===== src/exec_pkg.sv =====
/*
 * Constants, opcode patterns and state codes for the pointer and logic
 * operation execution datapath. Assumes a 14-bit instruction word
 * delivered by the decoder, one instruction cycle per clock.
 */
package exec_pkg;

    localparam int DATA_W  = 8;
    localparam int PTR_W   = 16;
    localparam int INSTR_W = 14;
    localparam int FADDR_W = 7;
    localparam int LIT6_W  = 6;
    localparam int STALL_W = 2;

    // Opcode fields
    localparam logic [6:0] OPC7_PTR_ADD = 7'h62;  // 11 0001 0
    localparam logic [5:0] OPC_AND_IMM  = 6'h39;  // 11 1001
    localparam logic [5:0] OPC_ADD_IMM  = 6'h3E;  // 11 1110
    localparam logic [5:0] OPC_AND_REG  = 6'h05;  // 00 0101
    localparam logic [5:0] OPC_ADD_REG  = 6'h07;  // 00 0111
    localparam logic [5:0] OPC_ASR      = 6'h37;  // 11 0111

    // Field positions
    localparam int DEST_BIT    = 7;
    localparam int PTR_SEL_BIT = 6;
    localparam int PTR_MSB     = 15;

    // Reset values
    localparam logic [DATA_W-1:0]  ACC_RST   = 8'h00;
    localparam logic [PTR_W-1:0]   PTR_RST   = 16'h0000;
    localparam logic [STALL_W-1:0] STALL_RST = 2'h0;

    typedef enum logic [1:0]
    {
        ST_READY = 2'b01,
        ST_STALL = 2'b10
    } exec_state_e;

endpackage : exec_pkg


===== src/byte_adder.sv =====
/*
 * Eight-bit adder giving sum, carry out and low-nibble carry.
 * Purely combinational; caller registers the results.
 */
`timescale 1ns/1ps
module byte_adder
    import exec_pkg::*;
(
    input  wire logic [DATA_W-1:0] i_a,
    input  wire logic [DATA_W-1:0] i_b,
    output logic      [DATA_W-1:0] o_sum,
    output logic                   o_carry,
    output logic                   o_nibble
);
    logic [DATA_W:0] sum9;
    logic [4:0]      nib5;

    // Full and nibble sums
    always_comb
    begin
        sum9     = {1'b0, i_a} + {1'b0, i_b};
        nib5     = {1'b0, i_a[3:0]} + {1'b0, i_b[3:0]};
        o_sum    = sum9[DATA_W-1:0];
        o_carry  = sum9[DATA_W];
        o_nibble = nib5[4];
    end
endmodule : byte_adder


===== src/ptr_logic_exec.sv =====
/*
 * Execution datapath for pointer add, immediate/register add and AND,
 * and arithmetic right shift, plus extra-cycle stalling.
 * Assumes the decoder presents the file register value with the
 * instruction and honours O_READY; all inputs share I_SYS_CLK.
 */
`timescale 1ns/1ps
module ptr_logic_exec
    import exec_pkg::*;
(
    input  wire logic               I_SYS_CLK,
    input  wire logic               I_RESET_N,
    input  wire logic               I_INSTR_VALID,
    input  wire logic [INSTR_W-1:0] I_INSTR,
    input  wire logic [DATA_W-1:0]  I_FILE_RDATA,
    input  wire logic               I_PROG_CNT_WRITE,
    input  wire logic               I_COND_TRUE,
    input  wire logic               I_INDIRECT,
    input  wire logic               I_IND_SEL,
    output logic                    O_READY,
    output logic [DATA_W-1:0]       O_ACC,
    output logic                    O_FLAG_ZERO,
    output logic                    O_FLAG_CARRY,
    output logic                    O_FLAG_NIBBLE,
    output logic [PTR_W-1:0]        O_PTR0,
    output logic [PTR_W-1:0]        O_PTR1,
    output logic                    O_FILE_WE,
    output logic [FADDR_W-1:0]      O_FILE_ADDR,
    output logic [DATA_W-1:0]       O_FILE_WDATA
);
    exec_state_e        state_reg,   state_next;
    logic [STALL_W-1:0] stall_reg,   stall_next;
    logic               ready_reg,   ready_next;
    logic [DATA_W-1:0]  acc_reg,     acc_next;
    logic               zero_reg,    zero_next;
    logic               carry_reg,   carry_next;
    logic               nibble_reg,  nibble_next;
    logic [PTR_W-1:0]   ptr0_reg,    ptr0_next;
    logic [PTR_W-1:0]   ptr1_reg,    ptr1_next;
    logic               we_reg,      we_next;
    logic [FADDR_W-1:0] addr_reg,    addr_next;
    logic [DATA_W-1:0]  wdata_reg,   wdata_next;

    logic               take;
    logic               is_ptr_add;
    logic               is_and_imm;
    logic               is_add_imm;
    logic               is_and_reg;
    logic               is_add_reg;
    logic               is_asr;
    logic               to_file;
    logic [DATA_W-1:0]  op_b;
    logic [DATA_W-1:0]  add_sum;
    logic               add_carry;
    logic               add_nibble;
    logic [DATA_W-1:0]  result;
    logic [PTR_W-1:0]   ptr_ext;
    logic [PTR_W-1:0]   ptr_cur;
    logic [PTR_W-1:0]   ptr_sum;
    logic               ind_msb;
    logic [STALL_W-1:0] extra;

    // Decode; only taken while ready
    always_comb
    begin
        take       = I_INSTR_VALID && ready_reg;
        is_ptr_add = (I_INSTR[13:7] == OPC7_PTR_ADD);
        is_and_imm = (I_INSTR[13:8] == OPC_AND_IMM);
        is_add_imm = (I_INSTR[13:8] == OPC_ADD_IMM);
        is_and_reg = (I_INSTR[13:8] == OPC_AND_REG);
        is_add_reg = (I_INSTR[13:8] == OPC_ADD_REG);
        is_asr     = (I_INSTR[13:8] == OPC_ASR);
        to_file    = (is_and_reg || is_add_reg || is_asr) && I_INSTR[DEST_BIT];
        op_b       = (is_and_imm || is_add_imm) ? I_INSTR[7:0] : I_FILE_RDATA;
    end

    byte_adder u_add
    (
        .i_a      (acc_reg),
        .i_b      (op_b),
        .o_sum    (add_sum),
        .o_carry  (add_carry),
        .o_nibble (add_nibble)
    );

    // Pointer add with sign extension, wraps at 16 bits
    always_comb
    begin
        ptr_ext = {{(PTR_W-LIT6_W){I_INSTR[LIT6_W-1]}}, I_INSTR[LIT6_W-1:0]};
        ptr_cur = I_INSTR[PTR_SEL_BIT] ? ptr1_reg : ptr0_reg;
        ptr_sum = ptr_cur + ptr_ext;
        ind_msb = I_IND_SEL ? ptr1_reg[PTR_MSB] : ptr0_reg[PTR_MSB];
    end

    // Extra cycles owed by the instruction being taken
    always_comb
    begin
        extra = {1'b0, (I_PROG_CNT_WRITE || I_COND_TRUE)}
              + {1'b0, (I_INDIRECT && ind_msb)};
    end

    // Stall sequencing: idle slots hold off the decoder
    always_comb
    begin
        state_next = state_reg;
        stall_next = stall_reg;
        ready_next = ready_reg;
        unique case (state_reg)
            ST_READY:
            begin
                if (take && (extra != STALL_RST))
                begin
                    state_next = ST_STALL;
                    stall_next = extra;
                    ready_next = 1'b0;
                end
            end
            ST_STALL:
            begin
                stall_next = stall_reg - 2'h1;
                if (stall_reg == 2'h1)
                begin
                    state_next = ST_READY;
                    ready_next = 1'b1;
                end
            end
            default:
            begin
                state_next = ST_READY;
                stall_next = STALL_RST;
                ready_next = 1'b1;
            end
        endcase
    end

    always_ff @(posedge I_SYS_CLK or negedge I_RESET_N)
    begin
        if (!I_RESET_N)
        begin
            state_reg <= ST_READY;
            stall_reg <= STALL_RST;
            ready_reg <= 1'b1;
        end
        else
        begin
            state_reg <= state_next;
            stall_reg <= stall_next;
            ready_reg <= ready_next;
        end
    end

    // Datapath: result, flags, pointers, file write
    always_comb
    begin
        acc_next    = acc_reg;
        zero_next   = zero_reg;
        carry_next  = carry_reg;
        nibble_next = nibble_reg;
        ptr0_next   = ptr0_reg;
        ptr1_next   = ptr1_reg;
        we_next     = 1'b0;
        addr_next   = addr_reg;
        wdata_next  = wdata_reg;
        result      = acc_reg;
        if (take)
        begin
            if (is_and_imm || is_and_reg)
            begin
                result    = acc_reg & op_b;
                zero_next = (result == ACC_RST);
            end
            else if (is_add_imm || is_add_reg)
            begin
                result      = add_sum;
                carry_next  = add_carry;
                nibble_next = add_nibble;
                zero_next   = (result == ACC_RST);
            end
            else if (is_asr)
            begin
                result     = {I_FILE_RDATA[7], I_FILE_RDATA[7:1]};
                carry_next = I_FILE_RDATA[0];
                zero_next  = (result == ACC_RST);
            end
            else if (is_ptr_add)
            begin
                if (I_INSTR[PTR_SEL_BIT])
                    ptr1_next = ptr_sum;
                else
                    ptr0_next = ptr_sum;
            end
            if (is_and_imm || is_add_imm || is_and_reg || is_add_reg || is_asr)
            begin
                if (to_file)
                begin
                    we_next    = 1'b1;
                    addr_next  = I_INSTR[FADDR_W-1:0];
                    wdata_next = result;
                end
                else
                    acc_next = result;
            end
        end
    end

    always_ff @(posedge I_SYS_CLK or negedge I_RESET_N)
    begin
        if (!I_RESET_N)
        begin
            acc_reg    <= ACC_RST;
            zero_reg   <= 1'b0;
            carry_reg  <= 1'b0;
            nibble_reg <= 1'b0;
            ptr0_reg   <= PTR_RST;
            ptr1_reg   <= PTR_RST;
            we_reg     <= 1'b0;
            addr_reg   <= 7'h00;
            wdata_reg  <= ACC_RST;
        end
        else
        begin
            acc_reg    <= acc_next;
            zero_reg   <= zero_next;
            carry_reg  <= carry_next;
            nibble_reg <= nibble_next;
            ptr0_reg   <= ptr0_next;
            ptr1_reg   <= ptr1_next;
            we_reg     <= we_next;
            addr_reg   <= addr_next;
            wdata_reg  <= wdata_next;
        end
    end

    // Outputs straight from flops
    assign O_READY       = ready_reg;
    assign O_ACC         = acc_reg;
    assign O_FLAG_ZERO   = zero_reg;
    assign O_FLAG_CARRY  = carry_reg;
    assign O_FLAG_NIBBLE = nibble_reg;
    assign O_PTR0        = ptr0_reg;
    assign O_PTR1        = ptr1_reg;
    assign O_FILE_WE     = we_reg;
    assign O_FILE_ADDR   = addr_reg;
    assign O_FILE_WDATA  = wdata_reg;
endmodule : ptr_logic_exec


===== config.mk =====
export PLATFORM = sky130hd
export DESIGN_NAME = ptr_logic_exec
export DESIGN_NICKNAME = d
export VERILOG_FILES = /design/src/exec_pkg.sv /design/src/byte_adder.sv /design/src/ptr_logic_exec.sv
export SDC_FILE = /design/constraint.sdc
export NUM_CORES = 1
export LEC_CHECK = 0
export ABC_CLOCK_PERIOD_IN_PS = 4850
export BUFFER_PORTS_ARGS = -buffer_cell sky130_fd_sc_hd__buf_2
export CAP_MARGIN = 20
export CELL_PAD_IN_SITES_DETAIL_PLACEMENT = 0
export CELL_PAD_IN_SITES_GLOBAL_PLACEMENT = 1
export CORE_ASPECT_RATIO = 1.25
export CORE_UTILIZATION = 45
export DETAILED_ROUTE_END_ITERATION = 7
export PLACE_DENSITY_LB_ADDON = 0.2
export SYNTH_ARGS = -nofsm -noshare
export SYNTH_HDL_FRONTEND = slang
export SYNTH_SLANG_ARGS = --single-unit

===== constraint.sdc =====
create_clock -name I_SYS_CLK -period 4.85 [get_ports I_SYS_CLK]
set_input_delay 0.2425 -clock I_SYS_CLK [delete_from_list [all_inputs] [get_ports I_SYS_CLK]]
set_output_delay 0.2425 -clock I_SYS_CLK [all_outputs]
set_load 0.05 [all_outputs]

* After elaboration in Yosys (flattened, before gate mapping)
Index checks and enable logic that the tools add are counted.
Word-level totals: input port bits 29, register bits 64
Operators by class: eq/ne operators 11, add/sub/neg operators 5, multiplexer cells 22, bitwise logic cells 6, reductions and logical operators 27
Operators by type and width (count):
- $mux W8 | 4
- $logic_not A8 Y1 | 3
- $eq A6 B6 Y1 const B | 3
- $add A16 B16 Y16 | 1
- $mux W16 | 1
- $eq A6 B3 Y1 const B | 2
- $reduce_and A3 Y1 | 4
- $reduce_and A6 Y1 | 2
- $mux W1 | 11
- $add A8 B8 Y9 | 1
- $logic_or A1 B1 Y1 | 9
- $and A8 B8 Y8 | 1
- $pmux W2 S2 | 2
- $eq A7 B7 Y1 const B | 1
- $mux W2 | 3
- $add A4 B4 Y5 | 1
- $not A1 Y1 | 5
- $eq A2 B1 Y1 const B | 2
- $logic_and A1 B1 Y1 | 4
- $ne A2 B2 Y1 const B | 2
- $reduce_and A2 Y1 | 2
- $reduce_bool A2 Y1 | 2
- $reduce_bool A3 Y1 | 1
- $add A1 B1 Y2 | 1
- 3 further kinds | 3

* Logic depth before layout (Yosys ltp)
depth in word-level cells 7, depth in mapped cells 11

* Hierarchy
A second synthesis with hierarchy kept.
Second synthesis, totals: cells, all modules 469, area, all modules 4196.5 sq um
By module, submodules not included:
- ptr_logic_exec | times used 1, sequential area each 1577.8 sq um, area an instance 3857.4 sq um, cells each 426
- byte_adder | times used 1, sequential area each 0.0 sq um, area an instance 339.1 sq um, cells each 43

* Worst setup path after synthesis
No wires, ideal clock.
kind input to register, start point in I_INSTR[9], end point reg wdata_reg[6] (netlist: O_FILE_WDATA[6]), cell stages on the path 11, setup time 0.067 ns, path buffers 0, slack 1.698 ns, arrival 3.085 ns, cells stage by stage or3b_4 -> a21oi_4 -> mux2_2 -> ha_1 -> fa_1 -> a211oi_1 -> o21ai_0 -> o211a_1 -> or3_1 -> a21oi_1 -> mux2_2
On the way: word-level cells in the longest chain between the ends 6, elaborated cells between the ends (all ways) 21
Ends and longest elaborated chain:
- start: declaration | line ptr_logic_exec.sv:14 | input wire logic [INSTR_W-1:0] I_INSTR,
- $eq A6 B6 Y1 (on tied branches) | line ptr_logic_exec.sv:68, ptr_logic_exec.sv:69
- $logic_or A1 B1 Y1 | line ptr_logic_exec.sv:74, ptr_logic_exec.sv:192
- $mux W8 / $logic_or A1 B1 Y1 (equally long branches) | line ptr_logic_exec.sv:74, ptr_logic_exec.sv:192
- $add A8 B8 Y9 / $logic_or A1 B1 Y1 (equally long branches) | line byte_adder.sv:21, ptr_logic_exec.sv:192
- $mux W8 / $logic_or A1 B1 Y1 (equally long branches) | line ptr_logic_exec.sv:172, ptr_logic_exec.sv:192
- $mux W8 / $reduce_and A3 Y1 (equally long branches)
- end signal: assignment | line ptr_logic_exec.sv:230 | wdata_reg <= wdata_next;
- end: declaration | line ptr_logic_exec.sv:42 | logic [DATA_W-1:0] wdata_reg, wdata_next;
Several ways; a longest one is shown, not always the timed one. A chain may end at the register's enable or synchronous reset.

* Worst setup path in the final report
Same ends and word-level chain as after synthesis.

==> results_dict.tcl <==
set metrics [dict create \
    outcome "finished, final reports clean" \
    clk_path_buf_depth 2 \
    crit_buf_inv 1 \
    cts_tree "done" \
    yosysUniqueCellTypes 72 \
    clkTransAtPathRegs_ns 0.06 \
    reg2reg_depth 10 \
    met1_usage_pct 26.9 \
    num-nets-final 593 \
    crit_slowest_cell "fa_1" \
    worstPathCellList "buf_2 -> or3b_4 -> a21oi_4 -> mux2_2 -> ha_1 -> fa_1 -> a211oi_1 -> o21ai_0 -> o211a_1 -> or3_1 -> a21oi_1 -> mux2_2" \
    synth_area_leaders "dfrtp_1 35%, mux2_2 12%, ha_1 8.0%" \
    grt_pass1_wl_mm 17.7 \
    synthMuxAreaShare_pct 16.0 \
    synth_common_cells "62 x dfrtp_1, 46 x mux2_2, 43 x nand2_1" \
    area_growth_pct 19.3 \
    insertion_delay_ns 0.33 \
    cts.repair.resized 0 \
    hold_viol_final 0 \
    first_pass_iters 4 \
    die_w_um 90.5 \
    floorplan.die_area_um2 10200 \
    wl_mm 11.0 \
    syn-num-nets 507 \
    fin_crit_sh_pct 67.0 \
    fin_util_pct 54.9 \
    intPower_mw 1.24 \
    ff2ff_setup_slack_ns 2.21 \
    grt_pass1_vias 3575 \
    synth_area_um2 4400 \
    grt_overflow 0 \
    cp.depth 12 \
    vias 3712 \
    grt_use_met3_pct 4.34 \
    tns_ns 0 \
    post_cts_buffers 0 \
    fmax_mhz 308 \
    vias_per_cell 5.58 \
    cts_buffers 9 \
    clkPwrFrac_pct 35.0 \
    busiest_layer "met2" \
    holdBufCountCts 0 \
    fillCellCount 903 \
    synth-edff-count 0 \
    min_period_ns 3.25 \
    finClkSkew_ns 0.00803 \
    antenna_left 0 \
    numPortBuffers 88 \
    criticalPathCategory "in -> reg" \
    synthArstFlopShare_pct 100 \
    synth_top_family_by_area "compound AO/OA/AOI/OAI gates" \
    share_seq_of_total_power_pct 33.0 \
    ys_seq_elements 63 \
    ys_seq_area_share_pct 35.9 \
    critPathMaxFanout 9 \
    htreeDepth 3 \
    report.final.slew_viol_count 0 \
    pwr-share-comb_pct 32.1 \
    grtUsageMet2_pct 38.7 \
    cpLargestDelayFamily "compound AO/OA/AOI/OAI gates" \
    slowest_delay_ns 0.43 \
    cts_sinks 63 \
    synth_xor_area_share_pct 2.79 \
    start_kind "input port" \
    synth_area_leader_cell "dfrtp_1" \
    routedWlPerCell_um 16.5 \
    finalSetupViolCount 0 \
    stdcell_area_um2 5250 \
    core_area_um2 9560 \
    min_path_type "in -> async" \
    grt_max_degree 64 \
    switching_share_pct 36.0 \
    hpwl_mm 8.23 \
    yosysWarnings 0 \
    synth_top_area_share_pct 35.3 \
    io_pins 89 \
    start_util_pct 46.0 \
    avgSynthCellArea_um2 9.82 \
    post_dp_cell_area_um2 4940 \
    synth_adder_area_share_pct 8.87 \
    dieHeight_um 113 \
    ys.flop_type "dfrtp_1" \
    tightest_slew_ns 0.976 \
    total_leakage_power_nw 2.71 \
    synthMostInstantiatedCell "dfrtp_1" \
    grt_antenna_before_repair 0 \
    worstPathArrival_ns 3.52 \
    switchingPower_uw 698 \
    cp_common_cell "mux2_2" \
    p_per_area_nw_per_um2 369 \
    worstSetupEndpointType "flip-flop" \
    drc_errors 0 \
    cap_violations 0 \
    rsz0062_at_grt "false" \
    drive_gt1_share_pct 31.9 \
    gr-usage-all-layers_pct 22.3 \
    synthCells 448 \
    drtIter0Drc 108 \
    diodes 0 \
    place.gp.congestion 0.836 \
    cts_root_buf "clkbuf_16" \
    synth-compound-area-share_pct 17.0 \
    ir_worst_vdd_mv 0.198 \
    slew_headroom_pct 34.9 \
    synth-simple-area-share_pct 16.6 \
    num_rows 40 \
    cp.required_ns 5.12 \
]
[per-stage QoR]
stage	std cells	total power, mW	setup slack (ns)	hold WS (ns)
floorplan	448	1.11	1.70	-0.0531
global placement	649	1.26	1.32	0.460
detailed placement	649	1.27	1.28	0.465
CTS	665	1.95	1.61	0.118
global route	665	2.04	1.43	0.172
finish	665	1.94	1.60	0.0778
[cells in the final DEF (no fill, tap or decap), drive strengths merged, types with 3 or more instances in the layout]
| cell type | n |
|---|---|
| xnor2 | 3 |
| xor2 | 11 |
| nor2 | 31 |
| inv | 15 |
| nand2b | 3 |
| o21a | 4 |
| a21o | 6 |
| o21ai | 33 |
| nand4b | 4 |
| nor3b | 3 |
| a21oi | 28 |
| clkbuf | 12 |
| nand2 | 45 |
| or3 | 3 |
| o22ai | 3 |
| o21bai | 6 |
| nor2b | 4 |
| nand3 | 10 |
| buf | 89 |
| nor3 | 12 |
| o31ai | 4 |
| dfrtp | 62 |
| mux2 | 49 |
| mux2i | 15 |
| nor4 | 4 |
| a211oi | 10 |
| ha | 28 |
[cells by family (layout without fill, tap and decap cells)]
group | count (synthesis) | in the layout
simple gates | 136 | 136
compound gates | 112 | 112
mux | 64 | 64
flops | 63 | 63
fa+ha+maj | 30 | 30
buf+inv | 29 | 120
xor+xnor | 14 | 14
[worst reg2reg max path, delay by kind of cell, from the launching register on]
family / cells / cell delay [ns]
mux: 2 / 0.54
compound gates: 2 / 0.48
simple gates: 2 / 0.46
fa+ha+maj: 2 / 0.42
flops: 1 / 0.38
xor+xnor: 1 / 0.18
buf+inv: 1 / 0.08
[area by class of cell]
| class | instances | area (um^2) | area share, % |
|---|---|---|---|
| Multi-Input combinational cell | 356 | 2700 | 51.5 |
| Sequential cell | 63 | 1580 | 30.1 |
| Timing Repair Buffer | 89 | 448 | 8.53 |
| Clock buffer | 12 | 236 | 4.51 |
| Tap cell | 126 | 158 | 3.00 |
| Clock inverter | 4 | 70.1 | 1.33 |
| Inverter | 15 | 56.3 | 1.07 |
[worst paths after layout]
check                                     from              end
min in group I_SYS_CLK              I_INSTR[0]   O_FILE_ADDR[0]
worst max register to register       O_PTR1[0]        O_PTR1[8]
worst min-delay path                 I_RESET_N     state_reg[1]
worst min register to register  O_FILE_ADDR[5]   O_FILE_ADDR[5]
worst max-delay path                I_INSTR[9]  O_FILE_WDATA[6]
max in group asynchronous            I_RESET_N   O_FILE_ADDR[6]
[layer usage]
metal | vias up | wire length [um]
li1 | 1823 | -
met1 | 1791 | 4740
met2 | 81 | 5620
met3 | 17 | 375
met4 | 0 | 259
met5 | - | 0
[power by group through the flow]
stage               registers, mW  clock network, mW  logic (mW)
floorplan                   0.838                  0       0.273
global route                0.648              0.715       0.674
global placement            0.645                  0       0.620
CTS                         0.639              0.689       0.624
finish                      0.639              0.678       0.621
detailed placement          0.648                  0       0.621
(Power assumes the default switching activity.)
